===== src/esb_regs.vh =====
`ifndef ESB_REGS_VH
`define ESB_REGS_VH
// execution-state field positions within the combined status word
`define ESB_HI_MSB        26
`define ESB_HI_LSB        25
`define ESB_ISA_BIT       24
`define ESB_RSV_HI_MSB    23
`define ESB_RSV_HI_LSB    16
`define ESB_LO_MSB        15
`define ESB_LO_LSB        10
`define ESB_REG_MSB       15
`define ESB_REG_LSB       12
`define ESB_RSV_LO_MSB    9
`define ESB_RSV_LO_LSB    7
`define ESB_BLK_LO_MSB    11
`define ESB_BLK_LO_LSB    10
`define ESB_FLAG_MSB      31
`define ESB_FLAG_LSB      27
`define ESB_EXC_MSB       6
`define ESB_EXC_LSB       0
// reset values
`define ESB_ISA_RESET     1'b1
`define ESB_STATE_RESET   8'h00
`define ESB_WORD_ZERO     32'h0000_0000
// vector fetched at reset
`define ESB_RESET_VECTOR_ADDR 32'h0000_0004
// view select codes
`define ESB_VIEW_FULL     2'h0
`define ESB_VIEW_EXEC     2'h1
`define ESB_VIEW_OTHER    2'h2
`define ESB_VIEW_SWREAD   2'h3
// conditional block limits
`define ESB_BLOCK_MAX     3'h4
`endif


===== src/esb_cond_block.v =====
`timescale 1ns/100ps
`include "esb_regs.vh"
module esb_cond_block (
  // clock and reset
  input  wire       ref_clk,
  input  wire       rst_n_sync,
  // block control
  input  wire       blk_start,
  input  wire [3:0] blk_cond,
  input  wire [3:0] blk_mask,
  input  wire       blk_step,
  input  wire       blk_clear,
  input  wire       blk_load,
  input  wire [7:0] blk_load_val,
  // state out
  output wire [7:0] blk_state,
  output wire       blk_active,
  output wire [3:0] blk_cur_cond
);
  reg  [7:0] state_reg;
  reg  [7:0] state_next;
  // state: [7:4] base condition, [3:0] mask; 4 mask bits cap at four
  always @* begin
    state_next = state_reg;
    if (blk_clear) begin
      state_next = `ESB_STATE_RESET;
    end else if (blk_load) begin
      state_next = blk_load_val;
    end else if (blk_start) begin
      state_next = {blk_cond, blk_mask};
    end else if (blk_step && blk_active) begin
      if (state_reg[2:0] == 3'h0) begin
        state_next = `ESB_STATE_RESET;
      end else begin
        // shift mask; low cond bit follows mask top: same or inverse
        state_next = {state_reg[7:5], state_reg[3],
                      state_reg[2:0], 1'b0};
      end
    end
  end
  always @(posedge ref_clk or negedge rst_n_sync) begin
    if (!rst_n_sync) begin
      state_reg <= `ESB_STATE_RESET;
    end else begin
      state_reg <= state_next;
    end
  end
  assign blk_state    = state_reg;
  assign blk_active   = (state_reg[3:0] != 4'h0);
  assign blk_cur_cond = state_reg[7:4];
endmodule


===== src/esb_exec_state.v =====
`timescale 1ns/100ps
`include "esb_regs.vh"
// Contract
// - One split field in bits 26:25 and 15:10 holds either transfer resume or conditional block state.
// - While resume state is held, bits 26:25 and 11:10 read as zero.
// - An interrupt during a multi-register transfer saves the next register number in bits 15:12.
// - After servicing, the transfer resumes at the register saved in bits 15:12.
// - A conditional block covers at most four following instructions, tracked in the split field.
// - Each instruction in a block uses one shared condition or its inverse.
// - Bit 24 is the instruction-set state, resets to one and normally stays set.
// - Register branch-exchange, branch-link-exchange and pop into pc load bit 24.
// - Exception return reloads bit 24 from the stacked status word.
// - Exception entry or reset loads bit 24 from bit 0 of the fetched vector.
// - Executing with bit 24 clear raises a fault or lockup instead.
// - Bits 23:16 and 9:7 are read-only reserved and read zero.
// - The split field and bit 24 are meaningful only in the full or execution views.
// - Software status-move reads of these bits return zero and writes are ignored.
// - At reset bit 0 of the vector from address 0x0000_0004 loads bit 24.
module esb_exec_state (
  // clock and reset
  input  wire        ref_clk,
  input  wire        rst_b,
  // multi-register transfer
  input  wire        mt_irq_suspend,
  input  wire [3:0]  mt_next_reg,
  input  wire        mt_resume,
  input  wire        mt_done,
  output reg  [3:0]  mt_resume_reg,
  output wire        mt_resume_valid,
  // conditional block
  input  wire        blk_start,
  input  wire [3:0]  blk_cond,
  input  wire [3:0]  blk_mask,
  input  wire        blk_step,
  output wire        blk_active,
  output wire [3:0]  blk_cur_cond,
  // instruction-set state sources
  input  wire        br_exchange,
  input  wire        br_link_exchange,
  input  wire        pop_into_pc,
  input  wire [31:0] br_target,
  input  wire        exc_return,
  input  wire [31:0] stacked_status,
  input  wire        vector_load,
  input  wire        reset_vector_load,
  input  wire [31:0] vector_value,
  // execution check
  input  wire        instr_issue,
  output reg         isa_fault,
  // status views
  input  wire [1:0]  view_sel,
  input  wire        sw_write,
  input  wire [31:0] sw_wdata,
  output reg  [31:0] status_view,
  output wire [31:0] vector_fetch_addr,
  output wire        isa_state
);
  reg  [1:0]  rst_sync_reg;
  wire        rst_n_sync;
  reg         isa_reg;
  reg         isa_next;
  reg  [3:0]  resume_reg;
  reg  [3:0]  resume_next;
  reg         resume_valid_reg;
  reg         resume_valid_next;
  reg  [31:0] view_next;
  wire [7:0]  blk_state;
  wire        load_blk;
  wire [31:0] exec_bits;
  wire        stacked_is_blk;
  wire [1:0]  stacked_hi;
  wire [1:0]  stacked_lo;
  wire [3:0]  stacked_reg;
  wire [7:0]  stacked_blk_val;
  wire        stacked_resume_ok;
  wire        branch_src;
  wire        vector_src;
  wire [1:0]  blk_mask_hi;
  wire [1:0]  blk_mask_lo;
  wire [3:0]  blk_cond_bits;

  always @(posedge ref_clk or negedge rst_b) begin
    if (!rst_b) begin
      rst_sync_reg <= 2'b00;
    end else begin
      rst_sync_reg <= {rst_sync_reg[0], 1'b1};
    end
  end
  assign rst_n_sync = rst_sync_reg[1];

  // stacked word fields
  assign stacked_hi  = stacked_status[`ESB_HI_MSB:`ESB_HI_LSB];
  assign stacked_lo  = stacked_status[`ESB_BLK_LO_MSB:`ESB_BLK_LO_LSB];
  assign stacked_reg = stacked_status[`ESB_REG_MSB:`ESB_REG_LSB];
  // stacked word decoded as block state when its block-only bits are set
  assign stacked_is_blk =
    (stacked_hi != 2'b00) || (stacked_lo != 2'b00);
  assign stacked_resume_ok =
    !stacked_is_blk && (stacked_reg != 4'h0);
  assign stacked_blk_val = {stacked_reg, stacked_hi, stacked_lo};
  assign load_blk        = exc_return && stacked_is_blk;
  assign vector_src      = vector_load || reset_vector_load;
  assign branch_src      = br_exchange || br_link_exchange || pop_into_pc;

  esb_cond_block u_blk (
    .ref_clk      (ref_clk),
    .rst_n_sync   (rst_n_sync),
    .blk_start    (blk_start),
    .blk_cond     (blk_cond),
    .blk_mask     (blk_mask),
    .blk_step     (blk_step),
    .blk_clear    (mt_irq_suspend),
    .blk_load     (load_blk),
    .blk_load_val (stacked_blk_val),
    .blk_state    (blk_state),
    .blk_active   (blk_active),
    .blk_cur_cond (blk_cur_cond)
  );

  // instruction-set state
  always @* begin
    isa_next = isa_reg;
    if (vector_src) begin
      isa_next = vector_value[0];
    end else if (exc_return) begin
      isa_next = stacked_status[`ESB_ISA_BIT];
    end else if (branch_src) begin
      isa_next = br_target[0];
    end
  end

  // multi-register resume state
  always @* begin
    resume_next       = resume_reg;
    resume_valid_next = resume_valid_reg;
    if (mt_irq_suspend) begin
      resume_next       = mt_next_reg;
      resume_valid_next = 1'b1;
    end else if (exc_return) begin
      resume_next       = stacked_reg;
      resume_valid_next = stacked_resume_ok;
    end else if (mt_done || blk_start) begin
      resume_next       = 4'h0;
      resume_valid_next = 1'b0;
    end
  end

  always @(posedge ref_clk or negedge rst_n_sync) begin
    if (!rst_n_sync) begin
      isa_reg <= `ESB_ISA_RESET;
    end else begin
      isa_reg <= isa_next;
    end
  end

  always @(posedge ref_clk or negedge rst_n_sync) begin
    if (!rst_n_sync) begin
      resume_reg       <= 4'h0;
      resume_valid_reg <= 1'b0;
    end else begin
      resume_reg       <= resume_next;
      resume_valid_reg <= resume_valid_next;
    end
  end

  // restart register only moves while resume state is held
  always @(posedge ref_clk or negedge rst_n_sync) begin
    if (!rst_n_sync) begin
      mt_resume_reg <= 4'h0;
    end else if (mt_resume && resume_valid_reg) begin
      mt_resume_reg <= resume_reg;
    end
  end

  always @(posedge ref_clk or negedge rst_n_sync) begin
    if (!rst_n_sync) begin
      isa_fault <= 1'b0;
    end else begin
      isa_fault <= instr_issue && !isa_reg;
    end
  end

  assign mt_resume_valid   = resume_valid_reg;
  assign isa_state         = isa_reg;
  assign vector_fetch_addr = `ESB_RESET_VECTOR_ADDR;

  // block state fields
  assign blk_cond_bits = blk_state[7:4];
  assign blk_mask_hi   = blk_state[3:2];
  assign blk_mask_lo   = blk_state[1:0];

  // split field assembly; resume state forces block-only bits to zero
  assign exec_bits[`ESB_FLAG_MSB:`ESB_FLAG_LSB] = 5'h00;
  assign exec_bits[`ESB_HI_MSB:`ESB_HI_LSB] =
    resume_valid_reg ? 2'b00 : blk_mask_hi;
  assign exec_bits[`ESB_ISA_BIT] = isa_reg;
  assign exec_bits[`ESB_RSV_HI_MSB:`ESB_RSV_HI_LSB] = 8'h00;
  assign exec_bits[`ESB_REG_MSB:`ESB_REG_LSB] =
    resume_valid_reg ? resume_reg : blk_cond_bits;
  assign exec_bits[`ESB_BLK_LO_MSB:`ESB_BLK_LO_LSB] =
    resume_valid_reg ? 2'b00 : blk_mask_lo;
  assign exec_bits[`ESB_RSV_LO_MSB:`ESB_RSV_LO_LSB] = 3'h0;
  assign exec_bits[`ESB_EXC_MSB:`ESB_EXC_LSB] = 7'h00;

  // views; sw_write/sw_wdata have no effect on these bits
  always @* begin
    view_next = `ESB_WORD_ZERO;
    if (view_sel == `ESB_VIEW_FULL) begin
      view_next = exec_bits;
    end else if (view_sel == `ESB_VIEW_EXEC) begin
      view_next = exec_bits;
    end else begin
      view_next = `ESB_WORD_ZERO;
    end
  end

  always @(posedge ref_clk or negedge rst_n_sync) begin
    if (!rst_n_sync) begin
      status_view <= `ESB_WORD_ZERO;
    end else begin
      status_view <= view_next;
    end
  end
endmodule


===== config.mk =====
export PLATFORM = sky130hd
export DESIGN_NAME = esb_exec_state
export DESIGN_NICKNAME = d
export VERILOG_FILES = /design/src/esb_cond_block.v /design/src/esb_exec_state.v
export VERILOG_INCLUDE_DIRS = /design/src
export SDC_FILE = /design/constraint.sdc
export NUM_CORES = 1
export LEC_CHECK = 0
export BUFFER_PORTS_ARGS = -buffer_cell sky130_fd_sc_hd__buf_2
export CORE_AREA = 2 2 91 93
export CTS_CLUSTER_SIZE = 14
export DETAILED_ROUTE_END_ITERATION = 6
export DIE_AREA = 0 0 93 95
export GPL_ROUTABILITY_DRIVEN = 0
export SYNTH_ARGS = -nofsm -noshare
export SYNTH_HDL_FRONTEND = slang
export SYNTH_SLANG_ARGS = --single-unit

===== constraint.sdc =====
create_clock -name ref_clk -period 1.2 [get_ports ref_clk]
set_input_delay 0.12 -clock ref_clk [delete_from_list [all_inputs] [get_ports ref_clk]]
set_output_delay 0.12 -clock ref_clk [all_outputs]
set_load 0.02 [all_outputs]

==> run summary, run 1 <==
number of flip-flops in the largest register = 9
final hold violation count = 0
Cell Rows = 33
post-synthesis register bit count = 30
Synth Instances = 183
post-route cell area = 0.00233 sq mm
TritonCTS clock tree = done
Syn Std Cell Area = 0.00189 sq mm
final worst slack = -0.140 ns
worst skew pair latency = 0.28 ns
layout filler cell count = 843
clock root buffer master = clkbuf_8
Simple-Gate Fraction of Synth Area = 11.2%
min-delay worst type = input pin to flop
first-pass GRT wire length = 6730 um
WL/cell = 12.1 um
Finished Layout Cells = 365
drt pass-1 iters = 4
ys flop type = dfrtp_1
DRC viols = 0
Reg with most FFs = status_view
failing checks = negative setup slack
vias per cell = 3.96
H-tree depth = 2
antenna-violating nets left = 0
worst-path fanout max = 4
clk slew on worst S/H paths = 0.06 ns
GRT overflow = 0
Critical Path Source Type = flop
largest net degree at the start of global routing = 29
post-detail-place hpwl = 3570 um
Ys Warns = 0
Setup CP Type = flop to flop
layout cells sized above 1 = 40.8%
Compound-Gate Fraction of Synth Area = 15.7%
Max-cap violations = 0
most frequent cells in the layout = buf_2 (57), conb_1 (56), dfrtp_1 (26)
Distinct cells, synth = 36
vias = 1446
Initial DRC Count = 108
Final Critical Period = 1.34 ns
final setup vio count = 6
Setup Slack @ Placement = -0.153 ns
setup TNS = -0.662 ns
register area share after synthesis = 39.8%
Inst Count DP = 355
LEAKAGE = 0.00122 uW
number of enable flip-flop cells after synthesis = 0
nets = 417
largest family of logic cells by synthesized area = buffers and inverters
final core occ = 29.4%
Placement Cell Area = 0.00219 sq mm
unrepaired setup endpoints after global routing = yes
CP endpoint kind = flop
top cell type's share of synthesized area = 38.4%
CP required = 1.39 ns
Starting Density = 23.8%
die width = 93 um
CP Data Arrival Time = 1.53 ns
Synth async-reset ratio = 100%
maximum achievable frequency = 746 MHz
mux cell area share after synthesis = 6.62%
DIE AREA = 0.00884 sq mm
CTS Buffer Depth = 2
top post-synthesis cells by area = dfrtp_1 (38%), buf_4 (23%), mux2i_1 (4.2%)
Die Y = 95 um
Final period util = 112%
global-route usage over all layers = 10.2%
Post-Route WL = 4420 um
area growth from synthesis to layout = 23.4%
Post-Synth XOR/XNOR Area = 0%
Core Region = 0.00793 sq mm
CTS buffer count = 5
maximum vdd drop = 0.000356 V
clk sinks = 30
Post-CTS Setup Inserts = 0
Slew Viols, Final = 0
post-synth top area cell = dfrtp_1
Antenna Cells = 0
I/O pins = 233
# port buffers = 58
most common cell after layout, fill and taps aside = buf_2
Syn Area/Cell = 10.3 sq um
outcome = finished with violations
Clock Skew = 0.00441 ns
Post-Synth Adder-Cell Area = 0%
vias in the first global route = 1288
P per Cell Area = 1130 mW/mm^2
initial antenna violation count = 0
==> metrics by stage <==
step,hold WS (ns),total power [uW]
3_5_place_dp,-0.0931,1870
5_1_grt,0.0686,2800
6_report,0.0732,2630
2_1_floorplan,-0.176,1760
3_3_place_gp,-0.0948,1870
4_1_cts,0.0651,2670
==> kinds of logic (layout without fill, tap and decap cells) <==
logic type / after synthesis / after routing
DFF: 30 / 30
muxes: 12 / 12
AOI/OAI and AO/OA: 30 / 30
and+or+nand+nor: 38 / 38
other: 2 / 56
buffers and inverters: 71 / 94
==> cell type report <==
class	instances	area, sq um	share of cell area, %
clock buffer	5	68.8	2.95
clock inverter	2	10.0	0.429
inverter	7	26.3	1.13
multi-input combinational	136	863	37.0
sequential	30	756	32.4
tap	105	131	5.63
timing repair buffer	80	477	20.4
==> report_power, final <==
group | internal, uW | switching (uW) | total (uW)
clock network | 387 | 352 | 740
logic | 272 | 459 | 732
registers | 1100 | 60.8 | 1160
total | 1760 | 873 | 2630
==> cell usage after synthesis, types with 2 or more instances <==
cell       count
a222oi_1       4
mux2i_1        8
and2_1         6
nor2_1         5
clkbuf_1       3
nor2b_1        9
nor3_1         3
o21ai_0        5
o41ai_1        2
dfrtp_1       29
o31ai_2        3
nand4_1        5
a211oi_1       3
inv_1          7
buf_4         59
conb_1         2
o41ai_4        2
o2bb2ai_1      3
nand2_1        5
mux2_2         4
==> per-layer routing <==
| layer | part of all wire, % | track usage, % | vias to the layer above |
|---|---|---|---|
| met5 | 0 | 0 | - |
| met4 | 2.0 | 4.78 | 0 |
| met3 | 9.8 | 2.39 | 6 |
| met2 | 45 | 15.7 | 95 |
| met1 | 43 | 13.5 | 668 |
| li1 | - | - | 677 |
==> path summary, 6_finish.rpt <==
check | endpoint | slack [ns] | cells past startpoint | startpoint
worst min-delay path | isa_state | 0.07 | 3 | vector_value[0]
worst max register to register | u_blk.blk_state[1] | -0.14 | 5 | u_blk.blk_state[2]
worst min register to register | mt_resume_reg[0] | 0.25 | 1 | rst_sync_reg[1]
min in group asynchronous | rst_sync_reg[0] | 0.15 | 2 | rst_b
max in group asynchronous | isa_state | 0.64 | 1 | rst_sync_reg[1]
worst max-delay path | u_blk.blk_state[1] | -0.14 | 5 | u_blk.blk_state[2]
==> repair_timing <==
| item | CTS | global route |
|---|---|---|
| hold endpoints to repair | 3 | 0 |
| pin swaps | 8 | 0 |
| setup endpoints to repair | 9 | 7 |
| gates resized for setup | 10 | 1 |
| hold buffers | 3 | 0 |
==> worst max-delay path, stage by stage (launching register included) <==
cell and delay, ns:
dfrtp_2 0.45, o41ai_4 0.35, buf_4 0.19, buf_6 0.09, nand4_1 0.09, o31ai_2 0.08
No activity file was read; power rests on OpenSTA's default activity.
==> inputs of run 2 (changes only) <==
SLEW_MARGIN = 20   (was default)
clock period = 1.3 ns   (was 1.2 ns; I/O delays follow)
==> run summary, run 2 (synthesis gave the netlist of run 1 again) <==
outcome = finished with violations
failing checks = negative setup slack
worst r2r src = u_blk.blk_state[1]
unrepaired setup endpoints after global routing = yes
layout cells sized above 1 = 40.0%
Core Region = 0.00793 sq mm
Reg with most FFs = status_view
most common cell after layout, fill and taps aside = buf_2
drt pass-1 iters = 5
nets = 416
DRC viols = 0
Initial DRC Count = 62
vias in the first global route = 1349
Starting Density = 23.8%
CP endpoint kind = flop
setup TNS = -0.204 ns
first-pass GRT wire length = 6910 um
largest net degree at the start of global routing = 29
maximum achievable frequency = 736 MHz
final setup vio count = 6
Antenna Cells = 0
initial antenna violation count = 0
clk sinks = 30
I/O pins = 233
Slew Viols, Final = 0
clock root buffer master = clkbuf_8
Hold Crit Depth = 2
LEAKAGE = 0.00123 uW
TritonCTS clock tree = done
reg2reg path depth = 4
vias per cell = 3.92
setup slack, reg-to-reg = -0.06 ns
WL/cell = 12.0 um
Clock Skew = 0.00829 ns
DIE AREA = 0.00884 sq mm
CTS buffer count = 5
clk slew on worst S/H paths = 0.07 ns
vias = 1431
GRT overflow = 0
Die Y = 95 um
min-delay worst type = input pin to flop
area growth from synthesis to layout = 23.3%
CP required = 1.47 ns
final worst slack = -0.0587 ns
most frequent cells in the layout = buf_2 (57), conb_1 (56), dfrtp_1 (27)
# port buffers = 58
Final period util = 105%
Cell Rows = 33
Setup Slack @ Placement = -0.108 ns
worst-path fanout max = 5
FF-to-FF End = u_blk.blk_state[3]
number of flip-flops in the largest register = 9
die width = 93 um
antenna-violating nets left = 0
global-route usage over all layers = 10.3%
first element of the critical path = u_blk.blk_state[1]
Setup CP Type = flop to flop
final hold violation count = 0
Inst Count DP = 354
Min-Delay Endpoint = isa_state
P per Cell Area = 1080 mW/mm^2
Final Critical Period = 1.36 ns
Max-cap violations = 0
CP Data Arrival Time = 1.53 ns
CTS Buffer Depth = 2
Finished Layout Cells = 365
maximum vdd drop = 0.000279 V
Critical Path Source Type = flop
worst skew pair latency = 0.28 ns
Hold Path Origin = reset_vector_load
H-tree depth = 2
Post-Route WL = 4380 um
post-detail-place hpwl = 3470 um
layout filler cell count = 849
==> run 2: final cells by class <==
type	count	area, sq um	share of cell area [%]
Multi-Input combinational cell	136	858	36.8
Timing Repair Buffer	79	468	20.1
Tap cell	105	131	5.64
Sequential cell	30	754	32.4
Clock buffer	7	86.3	3.71
Inverter	7	26.3	1.13
Clock inverter	1	5.00	0.215
==> run 2: worst max-delay path: stages (launching register included) <==
cell and delay, ns:
dfrtp_2 0.46, o41ai_4 0.39, buf_4 0.18, nand4_1 0.08, o211a_1 0.14
==> run 2: worst max path at each step <==
stage                    endpoint  slack, ns
2_1_floorplan  u_blk.blk_state[3]      -0.03
3_3_place_gp   u_blk.blk_state[1]       -0.1
3_5_place_dp   u_blk.blk_state[1]      -0.11
4_1_cts        u_blk.blk_state[3]      -0.08
5_1_grt        u_blk.blk_state[3]      -0.12
6_report       u_blk.blk_state[3]      -0.06
==> run 2: what timing repair did <==
item,in CTS,in global routing
endpoints found under the hold margin,2,0
pin swaps,11,2
setup buffers,2,0
cloned,0,0
hold buffers,1,0
endpoints found under the setup margin,8,6
resized for setup,5,5
==> run 2: power by group <==
part           leakage, uW  switching, uW  internal [uW]  total [uW]
combinational     0.000798            425            251         676
sequential        0.000381           49.3           1010        1060
clock            0.0000482            341            426         768
total              0.00123            815           1690        2510
==> run 2: per-layer routing <==
layer	vias to the layer above	global-route usage, %	part of all wire [%]
met2	93	16.9	46
met4	0	4.90	2.3
met3	9	3.51	12
li1	679	-	-
met5	-	0	0
met1	650	12.1	39
==> run 2: metrics by stage <==
| stage | util [%] | area, sq um | total power, uW | hold WS [ns] |
|---|---|---|---|---|
| finish | 29.4 | 2330 | 2510 | 0.0128 |
| global route | 29.4 | 2330 | 2650 | 0.0207 |
| CTS | 29.2 | 2320 | 2510 | 0.00909 |
| detailed placement | 27.5 | 2180 | 1720 | -0.0819 |
| global placement | 27.5 | 2180 | 1710 | -0.0852 |
| floorplan | - | 2100 | 1620 | -0.166 |
